**src/rtl/tmo_pkg.sv**
```systemverilog
// Constants and types for the timer output mode control block
// Function
// - nonzero output mode routes compare output to pin, except PWM mode 01 when it cannot toggle
// - non-PWM channel A: off, toggle, clear, set
// - non-PWM channel B: off, toggle, clear, set
// - fast PWM A: 10 clear/set-top, 11 inverse
// - PWM A mode 01 toggles only with high bit
// - fast PWM B: 10 clear/set-top, 01 reserved
// - phase PWM A: 10 clear up, set down
// - phase PWM B: 10 clear up, 01 reserved
// - compare equal TOP: ignore match, act at TOP
// - control A bits three, two read zero
// - three-bit mode selects sequence, TOP, waveform
// - mode encodings and TOP sources as tabled
// - compare update and overflow point per mode
// - mode high bit sits at control B bit three
package tmo_pkg;

    // *****************************************************
    // Register byte offsets
    // *****************************************************
    localparam logic [7:0] ADDR_CTRL_A = 8'h00;
    localparam logic [7:0] ADDR_CTRL_B = 8'h04;
    localparam logic [7:0] ADDR_CMP_A  = 8'h08;
    localparam logic [7:0] ADDR_CMP_B  = 8'h0C;
    localparam logic [7:0] ADDR_STATUS = 8'h10;

    // *****************************************************
    // Field positions
    // *****************************************************
    localparam int MODE_A_LSB   = 6;
    localparam int MODE_B_LSB   = 4;
    localparam int WGM_LOW_LSB  = 0;
    localparam int WGM_HIGH_POS = 3;
    localparam int ST_OVF_POS   = 0;
    localparam int ST_PIN_A_POS = 1;
    localparam int ST_PIN_B_POS = 2;
    localparam int ST_SEL_A_POS = 3;
    localparam int ST_SEL_B_POS = 4;

    // *****************************************************
    // Reset values and counter limits
    // *****************************************************
    localparam logic [7:0] CTRL_A_RST   = 8'h00;
    localparam logic [7:0] CTRL_B_RST   = 8'h00;
    localparam logic [7:0] CMP_RST      = 8'h00;
    localparam logic [7:0] COUNT_MAX    = 8'hFF;
    localparam logic [7:0] COUNT_BOTTOM = 8'h00;

    // *****************************************************
    // Waveform mode codes
    // *****************************************************
    localparam logic [2:0] MODE_NORMAL  = 3'h0;
    localparam logic [2:0] MODE_PC_FULL = 3'h1;
    localparam logic [2:0] MODE_CTC     = 3'h2;
    localparam logic [2:0] MODE_FP_FULL = 3'h3;
    localparam logic [2:0] MODE_PC_CMPA = 3'h5;
    localparam logic [2:0] MODE_FP_CMPA = 3'h7;

    // Where the overflow flag is raised
    typedef enum logic [1:0] {
        TMO_OVF_NONE,
        TMO_OVF_MAX,
        TMO_OVF_BOTTOM,
        TMO_OVF_TOP
    } tmo_ovf_t;

endpackage

```
**src/rtl/tmo_mode_dec.sv**
```systemverilog
// Waveform mode decoder for the timer output mode control block
`timescale 1ns/10ps
module tmo_mode_dec (
    // Mode field
    input  wire logic [2:0]       mode_i,
    // Decoded mode
    output logic                  fast_pwm_o,
    output logic                  phase_pwm_o,
    output logic                  top_from_a_o,
    output logic                  upd_now_o,
    output tmo_pkg::tmo_ovf_t     ovf_sel_o
);

    // Mode table; reserved codes act as a plain counter with no flag
    always_comb begin
        fast_pwm_o   = 1'b0;
        phase_pwm_o  = 1'b0;
        top_from_a_o = 1'b0;
        upd_now_o    = 1'b1;
        ovf_sel_o    = tmo_pkg::TMO_OVF_NONE;
        case (mode_i)
            tmo_pkg::MODE_NORMAL: begin
                ovf_sel_o = tmo_pkg::TMO_OVF_MAX;
            end
            tmo_pkg::MODE_PC_FULL: begin
                phase_pwm_o = 1'b1;
                upd_now_o   = 1'b0;
                ovf_sel_o   = tmo_pkg::TMO_OVF_BOTTOM;
            end
            tmo_pkg::MODE_CTC: begin
                top_from_a_o = 1'b1;
                ovf_sel_o    = tmo_pkg::TMO_OVF_MAX;
            end
            tmo_pkg::MODE_FP_FULL: begin
                fast_pwm_o = 1'b1;
                upd_now_o  = 1'b0;
                ovf_sel_o  = tmo_pkg::TMO_OVF_MAX;
            end
            tmo_pkg::MODE_PC_CMPA: begin
                phase_pwm_o  = 1'b1;
                top_from_a_o = 1'b1;
                upd_now_o    = 1'b0;
                ovf_sel_o    = tmo_pkg::TMO_OVF_BOTTOM;
            end
            tmo_pkg::MODE_FP_CMPA: begin
                fast_pwm_o   = 1'b1;
                top_from_a_o = 1'b1;
                upd_now_o    = 1'b0;
                ovf_sel_o    = tmo_pkg::TMO_OVF_TOP;
            end
            default: begin
                ovf_sel_o = tmo_pkg::TMO_OVF_NONE;
            end
        endcase
    end

endmodule

```
**src/rtl/tmo_chan.sv**
```systemverilog
// One compare output channel of the timer output mode control block
`timescale 1ns/10ps
module tmo_chan #(
    parameter bit ALLOW_TOGGLE = 1'b1
) (
    // Clock and reset
    input  wire logic       clk_sys_i,
    input  wire logic       rst_n_i,
    // Timer events
    input  wire logic       tick_i,
    input  wire logic       match_i,
    input  wire logic       at_top_i,
    input  wire logic       down_i,
    input  wire logic       cmp_is_top_i,
    // Configuration
    input  wire logic [1:0] mode_i,
    input  wire logic       fast_pwm_i,
    input  wire logic       phase_pwm_i,
    input  wire logic       high_bit_i,
    // Output
    output logic            pin_o,
    output logic            connect_o
);

    logic next_pin;
    logic next_connect;

    // Event qualification
    wire pwm        = fast_pwm_i | phase_pwm_i;
    wire toggle_ok  = ALLOW_TOGGLE & high_bit_i;
    wire special    = pwm & mode_i[1] & cmp_is_top_i;
    wire eff_match  = match_i & ~special;
    wire top_action = at_top_i & (fast_pwm_i | special);

    // Pin is routed unless the code means disconnected in this mode
    assign next_connect = (mode_i != 2'b00)
                        & ~(pwm & (mode_i == 2'b01) & ~toggle_ok);

    // Next output level; only ticks carrying an event move it
    always_comb begin
        next_pin = pin_o;
        if (tick_i) begin
            if (!pwm) begin
                if (eff_match) begin
                    case (mode_i)
                        2'b01:   next_pin = ~pin_o;
                        2'b10:   next_pin = 1'b0;
                        2'b11:   next_pin = 1'b1;
                        default: next_pin = pin_o;
                    endcase
                end
            end else if (mode_i == 2'b01) begin
                if (toggle_ok && eff_match) begin
                    next_pin = ~pin_o;
                end
            end else if (mode_i[1]) begin
                if (top_action) begin
                    next_pin = ~mode_i[0];
                end else if (eff_match && fast_pwm_i) begin
                    next_pin = mode_i[0];
                end else if (eff_match) begin
                    next_pin = mode_i[0] ^ down_i;
                end
            end
        end
    end

    // Output register, zero after reset
    always_ff @(posedge clk_sys_i) begin
        if (!rst_n_i) begin
            pin_o     <= 1'b0;
            connect_o <= 1'b0;
        end else begin
            pin_o     <= next_pin;
            connect_o <= next_connect;
        end
    end

    // *****************************************************
    // Checks
    // *****************************************************
    a_pin_idle_hold: assert property (@(posedge clk_sys_i) disable iff (!rst_n_i)
        !tick_i |=> $stable(pin_o))
        else $error("output moved without a timer tick");

    a_nonpwm_clear: assert property (@(posedge clk_sys_i) disable iff (!rst_n_i)
        tick_i && !pwm && mode_i == 2'b10 && match_i |=> !pin_o)
        else $error("non-PWM clear on match failed");

    a_phase_up_clear: assert property (@(posedge clk_sys_i) disable iff (!rst_n_i)
        tick_i && phase_pwm_i && mode_i == 2'b10 && match_i && !cmp_is_top_i && !down_i
        |=> !pin_o)
        else $error("phase PWM up-count clear failed");

    a_special_top: assert property (@(posedge clk_sys_i) disable iff (!rst_n_i)
        tick_i && pwm && mode_i == 2'b11 && cmp_is_top_i && at_top_i |=> !pin_o)
        else $error("compare at TOP did not act at TOP");

endmodule

```
**src/rtl/tmo_ctrl.sv**
```systemverilog
// Timer output mode control with APB register access
//
// Implementation choices: the APB slave port and the register offsets.
`timescale 1ns/10ps
module tmo_ctrl #(
    parameter int ADDR_W = 8
) (
    // Clock and reset
    input  wire logic              clk_sys_i,
    input  wire logic              rst_n_i,
    // APB slave
    input  wire logic              psel_i,
    input  wire logic              penable_i,
    input  wire logic              pwrite_i,
    input  wire logic [ADDR_W-1:0] paddr_i,
    input  wire logic [31:0]       pwdata_i,
    output logic      [31:0]       prdata_o,
    output logic                   pready_o,
    output logic                   pslverr_o,
    // Counter datapath
    input  wire logic              tick_i,
    input  wire logic [7:0]        count_i,
    input  wire logic              count_down_i,
    // Counter steering
    output logic      [7:0]        top_value_o,
    output logic                   dual_slope_o,
    output logic                   clear_at_top_o,
    output logic                   ovf_pulse_o,
    // Compare output pins
    output logic                   compare_output_pin_a_o,
    output logic                   compare_output_pin_a_sel_o,
    output logic                   compare_output_pin_b_o,
    output logic                   compare_output_pin_b_sel_o
);

    // *****************************************************
    // Register state
    // *****************************************************
    logic [1:0] output_mode_chan_a;
    logic [1:0] output_mode_chan_b;
    logic [1:0] waveform_mode_low_bits;
    logic       waveform_mode_high_bit;
    logic [7:0] compare_value_a;
    logic [7:0] compare_value_b;
    logic [7:0] cmp_a_act;
    logic [7:0] cmp_b_act;
    logic       counter_overflow_flag;

    // Decoded mode
    logic               fast_pwm;
    logic               phase_pwm;
    logic               top_from_a;
    logic               upd_now;
    tmo_pkg::tmo_ovf_t  ovf_sel;

    // *****************************************************
    // APB decode
    // *****************************************************
    wire [7:0] addr8   = paddr_i[7:0];
    wire       access  = psel_i & penable_i;
    wire       xfer    = access & pready_o;
    wire       wr_en   = xfer & pwrite_i;
    wire       hit_ca  = (addr8 == tmo_pkg::ADDR_CTRL_A);
    wire       hit_cb  = (addr8 == tmo_pkg::ADDR_CTRL_B);
    wire       hit_ma  = (addr8 == tmo_pkg::ADDR_CMP_A);
    wire       hit_mb  = (addr8 == tmo_pkg::ADDR_CMP_B);
    wire       hit_st  = (addr8 == tmo_pkg::ADDR_STATUS);
    wire       mapped  = (hit_ca | hit_cb | hit_ma | hit_mb | hit_st)
                       & (paddr_i[ADDR_W-1:0] == ADDR_W'(addr8));

    // Full waveform mode field
    wire [2:0] waveform_mode_field = {waveform_mode_high_bit, waveform_mode_low_bits};

    // Read view; reserved bits of control A stay zero
    wire [7:0] rd_ctrl_a = {output_mode_chan_a, output_mode_chan_b,
                            2'b00, waveform_mode_low_bits};
    wire [7:0] rd_ctrl_b = 8'(waveform_mode_high_bit) << tmo_pkg::WGM_HIGH_POS;
    wire [7:0] rd_status = (8'(counter_overflow_flag) << tmo_pkg::ST_OVF_POS)
                         | (8'(compare_output_pin_a_o) << tmo_pkg::ST_PIN_A_POS)
                         | (8'(compare_output_pin_b_o) << tmo_pkg::ST_PIN_B_POS)
                         | (8'(compare_output_pin_a_sel_o) << tmo_pkg::ST_SEL_A_POS)
                         | (8'(compare_output_pin_b_sel_o) << tmo_pkg::ST_SEL_B_POS);
    wire [7:0] rd_mux    = hit_ca ? rd_ctrl_a :
                           hit_cb ? rd_ctrl_b :
                           hit_ma ? compare_value_a :
                           hit_mb ? compare_value_b :
                           hit_st ? rd_status : 8'h00;

    // *****************************************************
    // Timer events
    // *****************************************************
    wire [7:0] top_value = top_from_a ? cmp_a_act : tmo_pkg::COUNT_MAX;
    wire       at_top    = (count_i == top_value);
    wire       match_a   = (count_i == cmp_a_act);
    wire       match_b   = (count_i == cmp_b_act);
    wire       top_tick  = tick_i & at_top;
    wire       ovf_event = tick_i & (
                 ((ovf_sel == tmo_pkg::TMO_OVF_MAX)    & (count_i == tmo_pkg::COUNT_MAX))
               | ((ovf_sel == tmo_pkg::TMO_OVF_BOTTOM) & (count_i == tmo_pkg::COUNT_BOTTOM))
               | ((ovf_sel == tmo_pkg::TMO_OVF_TOP)    & at_top));
    wire       ovf_clear = wr_en & hit_st & pwdata_i[tmo_pkg::ST_OVF_POS];

    // Compare buffers load at once or only at TOP
    wire       cmp_load  = upd_now | top_tick;

    // *****************************************************
    // Mode decoder and channels
    // *****************************************************
    tmo_mode_dec u_mode_dec (
        .mode_i       (waveform_mode_field),
        .fast_pwm_o   (fast_pwm),
        .phase_pwm_o  (phase_pwm),
        .top_from_a_o (top_from_a),
        .upd_now_o    (upd_now),
        .ovf_sel_o    (ovf_sel)
    );

    // Channel A may toggle in PWM modes
    tmo_chan #(.ALLOW_TOGGLE(1'b1)) u_chan_a (
        .clk_sys_i    (clk_sys_i),
        .rst_n_i      (rst_n_i),
        .tick_i       (tick_i),
        .match_i      (match_a),
        .at_top_i     (at_top),
        .down_i       (count_down_i),
        .cmp_is_top_i (cmp_a_act == top_value),
        .mode_i       (output_mode_chan_a),
        .fast_pwm_i   (fast_pwm),
        .phase_pwm_i  (phase_pwm),
        .high_bit_i   (waveform_mode_high_bit),
        .pin_o        (compare_output_pin_a_o),
        .connect_o    (compare_output_pin_a_sel_o)
    );

    // Channel B has no PWM toggle; its mode 01 is reserved there
    tmo_chan #(.ALLOW_TOGGLE(1'b0)) u_chan_b (
        .clk_sys_i    (clk_sys_i),
        .rst_n_i      (rst_n_i),
        .tick_i       (tick_i),
        .match_i      (match_b),
        .at_top_i     (at_top),
        .down_i       (count_down_i),
        .cmp_is_top_i (cmp_b_act == top_value),
        .mode_i       (output_mode_chan_b),
        .fast_pwm_i   (fast_pwm),
        .phase_pwm_i  (phase_pwm),
        .high_bit_i   (waveform_mode_high_bit),
        .pin_o        (compare_output_pin_b_o),
        .connect_o    (compare_output_pin_b_sel_o)
    );

    // *****************************************************
    // APB handshake: one wait state, answer registered
    // *****************************************************
    always_ff @(posedge clk_sys_i) begin
        if (!rst_n_i) begin
            pready_o  <= 1'b0;
            prdata_o  <= 32'h0000_0000;
            pslverr_o <= 1'b0;
        end else begin
            pready_o  <= access & ~pready_o;
            prdata_o  <= (access & ~pready_o & ~pwrite_i) ? {24'h00_0000, rd_mux}
                                                          : 32'h0000_0000;
            pslverr_o <= access & ~pready_o & ~mapped;
        end
    end

    // Control registers, written at the completing edge only
    always_ff @(posedge clk_sys_i) begin
        if (!rst_n_i) begin
            output_mode_chan_a     <= tmo_pkg::CTRL_A_RST[tmo_pkg::MODE_A_LSB +: 2];
            output_mode_chan_b     <= tmo_pkg::CTRL_A_RST[tmo_pkg::MODE_B_LSB +: 2];
            waveform_mode_low_bits <= tmo_pkg::CTRL_A_RST[tmo_pkg::WGM_LOW_LSB +: 2];
            waveform_mode_high_bit <= tmo_pkg::CTRL_B_RST[tmo_pkg::WGM_HIGH_POS];
        end else if (wr_en && hit_ca) begin
            output_mode_chan_a     <= pwdata_i[tmo_pkg::MODE_A_LSB +: 2];
            output_mode_chan_b     <= pwdata_i[tmo_pkg::MODE_B_LSB +: 2];
            waveform_mode_low_bits <= pwdata_i[tmo_pkg::WGM_LOW_LSB +: 2];
        end else if (wr_en && hit_cb) begin
            waveform_mode_high_bit <= pwdata_i[tmo_pkg::WGM_HIGH_POS];
        end
    end

    // Compare values as software sees them
    always_ff @(posedge clk_sys_i) begin
        if (!rst_n_i) begin
            compare_value_a <= tmo_pkg::CMP_RST;
            compare_value_b <= tmo_pkg::CMP_RST;
        end else begin
            if (wr_en && hit_ma) compare_value_a <= pwdata_i[7:0];
            if (wr_en && hit_mb) compare_value_b <= pwdata_i[7:0];
        end
    end

    // Working compare values; PWM loads at TOP to avoid glitched periods
    always_ff @(posedge clk_sys_i) begin
        if (!rst_n_i) begin
            cmp_a_act <= tmo_pkg::CMP_RST;
            cmp_b_act <= tmo_pkg::CMP_RST;
        end else if (cmp_load) begin
            cmp_a_act <= compare_value_a;
            cmp_b_act <= compare_value_b;
        end
    end

    // Overflow flag: a new event beats a write-one clear
    always_ff @(posedge clk_sys_i) begin
        if (!rst_n_i) begin
            counter_overflow_flag <= 1'b0;
        end else if (ovf_event) begin
            counter_overflow_flag <= 1'b1;
        end else if (ovf_clear) begin
            counter_overflow_flag <= 1'b0;
        end
    end

    // Steering towards the counter datapath
    always_ff @(posedge clk_sys_i) begin
        if (!rst_n_i) begin
            top_value_o    <= tmo_pkg::COUNT_MAX;
            dual_slope_o   <= 1'b0;
            clear_at_top_o <= 1'b0;
            ovf_pulse_o    <= 1'b0;
        end else begin
            top_value_o    <= top_value;
            dual_slope_o   <= phase_pwm;
            clear_at_top_o <= fast_pwm | top_from_a & ~phase_pwm;
            ovf_pulse_o    <= ovf_event;
        end
    end

    // *****************************************************
    // Checks
    // *****************************************************
    a_ctrl_a_reserved: assert property (@(posedge clk_sys_i) disable iff (!rst_n_i)
        rd_ctrl_a[3:2] == 2'b00)
        else $error("reserved control bits read nonzero");

    a_sel_follows_mode: assert property (@(posedge clk_sys_i) disable iff (!rst_n_i)
        !fast_pwm && !phase_pwm && output_mode_chan_a != 2'b00 ##1
        $stable(output_mode_chan_a) |-> compare_output_pin_a_sel_o)
        else $error("channel A not routed to pin");

    a_top_full_range: assert property (@(posedge clk_sys_i) disable iff (!rst_n_i)
        waveform_mode_field == tmo_pkg::MODE_FP_FULL |=> top_value_o == tmo_pkg::COUNT_MAX)
        else $error("fast PWM TOP is not full range");

    a_cmp_hold_pwm: assert property (@(posedge clk_sys_i) disable iff (!rst_n_i)
        (fast_pwm || phase_pwm) && !top_tick |=> $stable(cmp_a_act) && $stable(cmp_b_act))
        else $error("compare buffer moved away from TOP");

    a_cmp_immediate: assert property (@(posedge clk_sys_i) disable iff (!rst_n_i)
        waveform_mode_field == tmo_pkg::MODE_NORMAL |=> cmp_a_act == $past(compare_value_a))
        else $error("compare not immediate in normal mode");

    a_ovf_bottom: assert property (@(posedge clk_sys_i) disable iff (!rst_n_i)
        tick_i && phase_pwm && count_i == tmo_pkg::COUNT_BOTTOM
        |=> counter_overflow_flag && ovf_pulse_o)
        else $error("overflow missing at BOTTOM");

    a_ovf_set_wins: assert property (@(posedge clk_sys_i) disable iff (!rst_n_i)
        ovf_event && ovf_clear |=> counter_overflow_flag)
        else $error("overflow event lost to clear");

    a_apb_one_wait: assert property (@(posedge clk_sys_i) disable iff (!rst_n_i)
        psel_i && penable_i && !pready_o |=> pready_o ##1 !pready_o)
        else $error("APB answer not after one wait state");

    a_chan_b_no_toggle: assert property (@(posedge clk_sys_i) disable iff (!rst_n_i)
        fast_pwm && output_mode_chan_b == 2'b01 && tick_i |=> $stable(compare_output_pin_b_o))
        else $error("reserved channel B mode moved the pin");

endmodule

```
**config.mk**
```make
export PLATFORM = sky130hd
export DESIGN_NAME = tmo_ctrl
export DESIGN_NICKNAME = d
export VERILOG_FILES = /design/src/rtl/tmo_pkg.sv /design/src/rtl/tmo_mode_dec.sv /design/src/rtl/tmo_chan.sv /design/src/rtl/tmo_ctrl.sv
export SDC_FILE = /design/constraint.sdc
export NUM_CORES = 1
export LEC_CHECK = 0
export BUFFER_PORTS_ARGS = -buffer_cell sky130_fd_sc_hd__buf_4
export CORE_ASPECT_RATIO = 1.75
export CORE_MARGIN = 2
export CORE_UTILIZATION = 56
export DETAILED_ROUTE_END_ITERATION = 10
export PLACE_DENSITY = 0.83
export SYNTH_ARGS = -nofsm -noshare
export SYNTH_HDL_FRONTEND = slang
export SYNTH_SLANG_ARGS = --single-unit
```
**constraint.sdc**
```tcl
create_clock -name clk_sys_i -period 7.45 [get_ports clk_sys_i]
set_clock_uncertainty 0.05 [all_clocks]
set_input_delay 0 -clock clk_sys_i [delete_from_list [all_inputs] [get_ports clk_sys_i]]
set_output_delay 0 -clock clk_sys_i [all_outputs]
set_load 0.01 [all_outputs]
```
==> out/qor.txt <==
Status = complete, no violations
Reg clk slew, reported paths = 0.08 ns
Antenna Nets Post-Route = 0
#FFs+latches synth = 65
Vias per cell = 5.70
Unique masters post-synth = 63
Fin. max-slew vios = 0
Post-synthesis simple-gate area fraction = 0.222
Die height = 109 µm
Number of synthesized flops with an enable pin = 0
Setup slack, reg-to-reg = 4.13 ns
Setup CP Type = reg2reg
Max_cap viols = 0
Sequential power share = 0.452
Vias in the first global route = 3009
Clk root buf = clkbuf_8
Initial antenna violation count = 0
Final setup fails = 0
GPL Wtd Cong = 0.970
Cell family with most CP delay = compound AO/OA/AOI/OAI gates
FF-to-FF End = u_chan_b.pin_o
Setup Buffers After CTS = 0
Power Dens Cells = 180 mW/mm²
Net Sw Power = 175 µW
Cell area after synthesis = 0.00355 mm²
Final WL = 8.94 mm
H-tree depth = 3
Total GRT Usage = 0.264
Fmax = 0.301 GHz
Worst hold slack = 0.0392 ns
Net count, final = 521
Clk pwr share = 0.478
First-pass GRT wire length = 14.1 mm
LEAKAGE = 0.00177 µW
FFs w/ async S/R, synth = 0
P_int = 594 µW
Gate power share = 0.070
Site row count = 38
Via count = 3125
Setup TNS = 0 ns
Die W = 64.2 µm
Peak supply drop = 0.000188 V
Drt initial violations = 211
Ports = 104
Post-Synth XOR/XNOR Area = 0.0444
Largest family of logic cells by synthesized area = simple AND/OR/NAND/NOR gates
CTS Buf Count = 9
Ys flop type = dfxtp_1
DIE AREA = 0.00702 mm²
Final hold violation count = 0
Minimum clock period = 3.32 ns
Relative slew slack = 0.447
Wire per inst = 16.3 µm
TritonCTS clock tree = built
Syn Inst Count = 404
Initial Utilization = 0.575
Clock Path Buffers = 2
Slowest cell on the critical path = dfxtp_1
GR Overflow Total = 0
Worst Reg2Reg Path Length in Cells = 8
Slew @ Worst Pin = 0.828 ns
Crit end category = flop
CP max stage delay = 0.87 ns
DPL Wire Length = 6.37 mm
Critical path launch point type = flop
Mux contribution to synthesized area = 0.133
Worst Path Max Fanout = 23
Area delta synth->final = 20.4%
Register area share after synthesis = 0.366
Initial DRT Pass Iterations = 4
Arrival @ worst endpoint = 3.54 ns
Pin count of the biggest net entering global routing = 32
Worst hold stages = 4
Period utilization = 0.446
Layout cells sized above 1 = 0.188
Core ar. = 0.00618 mm²
Critical Path RT = 7.66 ns
Crit-path cells = nand2_1 -> a2111oi_4 -> a211oi_1 -> nor4_4 -> a21boi_2 -> o32ai_1 -> xnor2_1 -> a311oi_1
Clock sinks = 65
RSZ-0062 raised after global routing = no
Adder-cell share of the synthesized area = 0.0106
Syn Area/Cell = 8.80 µm²
Worst-skew pair later-pin latency = 0.36 ns
Critical R2R Launch = waveform_mode_low_bits[0]
Number of inserted diodes = 0
Min-delay src = count_i[7]
WP buf/inv = 0
Hold Crit Class = in2reg
Hold path endpoint = ovf_pulse_o
Synth Area in Compound Gates = 0.129
Number of port buffers = 55
Post-CTS sizing = 0
Syn. warnings = 0
Remaining DRCs = 0
Switching fraction of total power = 0.228
==> cells in the mapped netlist, types with 2 or more instances <==
cell / number / area (µm²)
clkbuf_1: 13 / 48.8
nand4b_1: 3 / 26.3
mux2i_1: 44 / 440
nor2_1: 62 / 233
nand3_1: 11 / 55.1
xnor2_1: 14 / 123
o32ai_1: 2 / 17.5
a21oi_1: 10 / 50.1
or3_1: 8 / 50.1
a221oi_1: 2 / 17.5
or4bb_1: 2 / 22.5
ha_1: 3 / 37.5
nand2b_1: 7 / 43.8
nor4_1: 4 / 25.0
inv_1: 8 / 30.0
o211ai_1: 3 / 22.5
nand3b_1: 2 / 15.0
o2111ai_1: 2 / 17.5
a211oi_1: 4 / 30.0
a21o_1: 3 / 22.5
mux2_2: 3 / 33.8
nor3_1: 7 / 35.0
inv_2: 2 / 7.51
xor2_1: 4 / 35.0
o21ai_0: 8 / 40.0
nand4_1: 4 / 25.0
a311oi_1: 3 / 26.3
a32o_1: 4 / 40.0
a22oi_1: 5 / 37.5
buf_1: 2 / 7.51
nor2b_1: 2 / 12.5
o31ai_1: 2 / 15.0
dfxtp_1: 65 / 1300
or4b_1: 2 / 20.0
and2_1: 5 / 31.3
buf_2: 6 / 30.0
nand2_1: 22 / 82.6
o22ai_1: 2 / 12.5
buf_4: 25 / 188
==> logic make-up after synthesis <==
kind of cell / Yosys count
buffers and inverters: 58
AND/OR/NAND/NOR: 153
XOR/XNOR: 18
AO/OA/AOI/OAI: 59
flip-flops: 65
multiplexers: 47
adder cells (fa/ha/maj): 3
other: 1
==> state kept, by name, indices dropped and copies added, names as in the netlist, 8 cells and up <==
| name | cells |
|---|---|
| cmp_a_act | 8 |
| cmp_b_act | 8 |
| compare_value_a | 8 |
| compare_value_b | 8 |
| prdata_o | 8 |
| top_value_o | 8 |
==> worst max path at each step <==
stage / startpoint / endpoint / depth (start not counted)
3_3_place_gp: waveform_mode_low_bits[0] / u_chan_b.pin_o / 8
2_1_floorplan: waveform_mode_low_bits[0] / u_chan_b.pin_o / 9
5_1_grt: waveform_mode_low_bits[0] / u_chan_b.pin_o / 8
4_1_cts: waveform_mode_low_bits[0] / u_chan_b.pin_o / 8
3_5_place_dp: waveform_mode_low_bits[0] / u_chan_b.pin_o / 8
6_report: waveform_mode_low_bits[0] / u_chan_b.pin_o / 8
==> repair_timing <==
action / 4_1_cts / 5_1_grt
endpoints found under the hold margin: 41 / 0
hold buffers: 17 / 0
endpoints found under the setup margin: 0 / 0
==> power groups by stage <==
stage          Clock (µW)  Sequential, µW  Combinational [µW]
2_1_floorplan           0             356                34.7
3_3_place_gp            0             356                45.2
3_5_place_dp            0             356                45.9
4_1_cts               371             348                52.5
5_1_grt               386             348                58.0
6_report              368             348                53.5
==> area by class of cell <==
type	count	area (µm²)
clock buffer	9	124
clock inverter	7	119
fill	485	1900
inverter	10	37.5
multi-input combinational	304	2010
sequential	65	1300
tap	80	100
timing repair buffer	73	591
==> through the flow <==
| step | instance area (µm²) | setup WS (ns) | instances | utilization | total power, µW |
|---|---|---|---|---|---|
| after floorplan | 3640 | 5.00 | 427 | - | 391 |
| after global placement | 3870 | 4.27 | 515 | 0.626 | 401 |
| after detailed placement | 3870 | 4.23 | 515 | 0.626 | 402 |
| after CTS | 4280 | 4.18 | 548 | 0.692 | 771 |
| after global routing | 4280 | 3.89 | 548 | 0.692 | 792 |
| final | 4280 | 4.13 | 548 | 0.692 | 769 |
==> placed cells by master (no fill, tap or decap), types with 3 or more instances in the layout <==
master	instances
nor3_1	7
a32o_1	4
nand4_1	4
dlygate4sd3_1	17
a211oi_1	4
o21ai_0	8
ha_1	3
nor2_1	62
conb_1	24
xnor2_1	14
a311oi_1	3
mux2_2	3
a21oi_1	10
nand4b_1	3
nand2_1	22
a22oi_1	5
clkbuf_8	9
bufinv_16	3
nand3_1	11
a21o_1	3
or3_1	8
nand2b_1	7
nor4_1	4
buf_4	56
xor2_1	4
mux2i_1	44
dfxtp_1	65
o211ai_1	3
and2_1	5
inv_1	8
==> per-layer routing <==
layer	up-vias	global-route usage	wire length [µm]
met2	135	0.478	4760
met5	-	0	0
met3	31	0.0532	490
met1	1464	0.273	3280
met4	0	0.170	410
li1	1495	-	-
==> worst reg2reg max path, cell delays in order (launching register included) <==
cell,delay [ns]
dfxtp_1,0.87
nand2_1,0.43
a2111oi_4,0.45
a211oi_1,0.13
nor4_4,0.52
a21boi_2,0.26
o32ai_1,0.12
xnor2_1,0.17
a311oi_1,0.25
(Power assumes the default switching activity.)
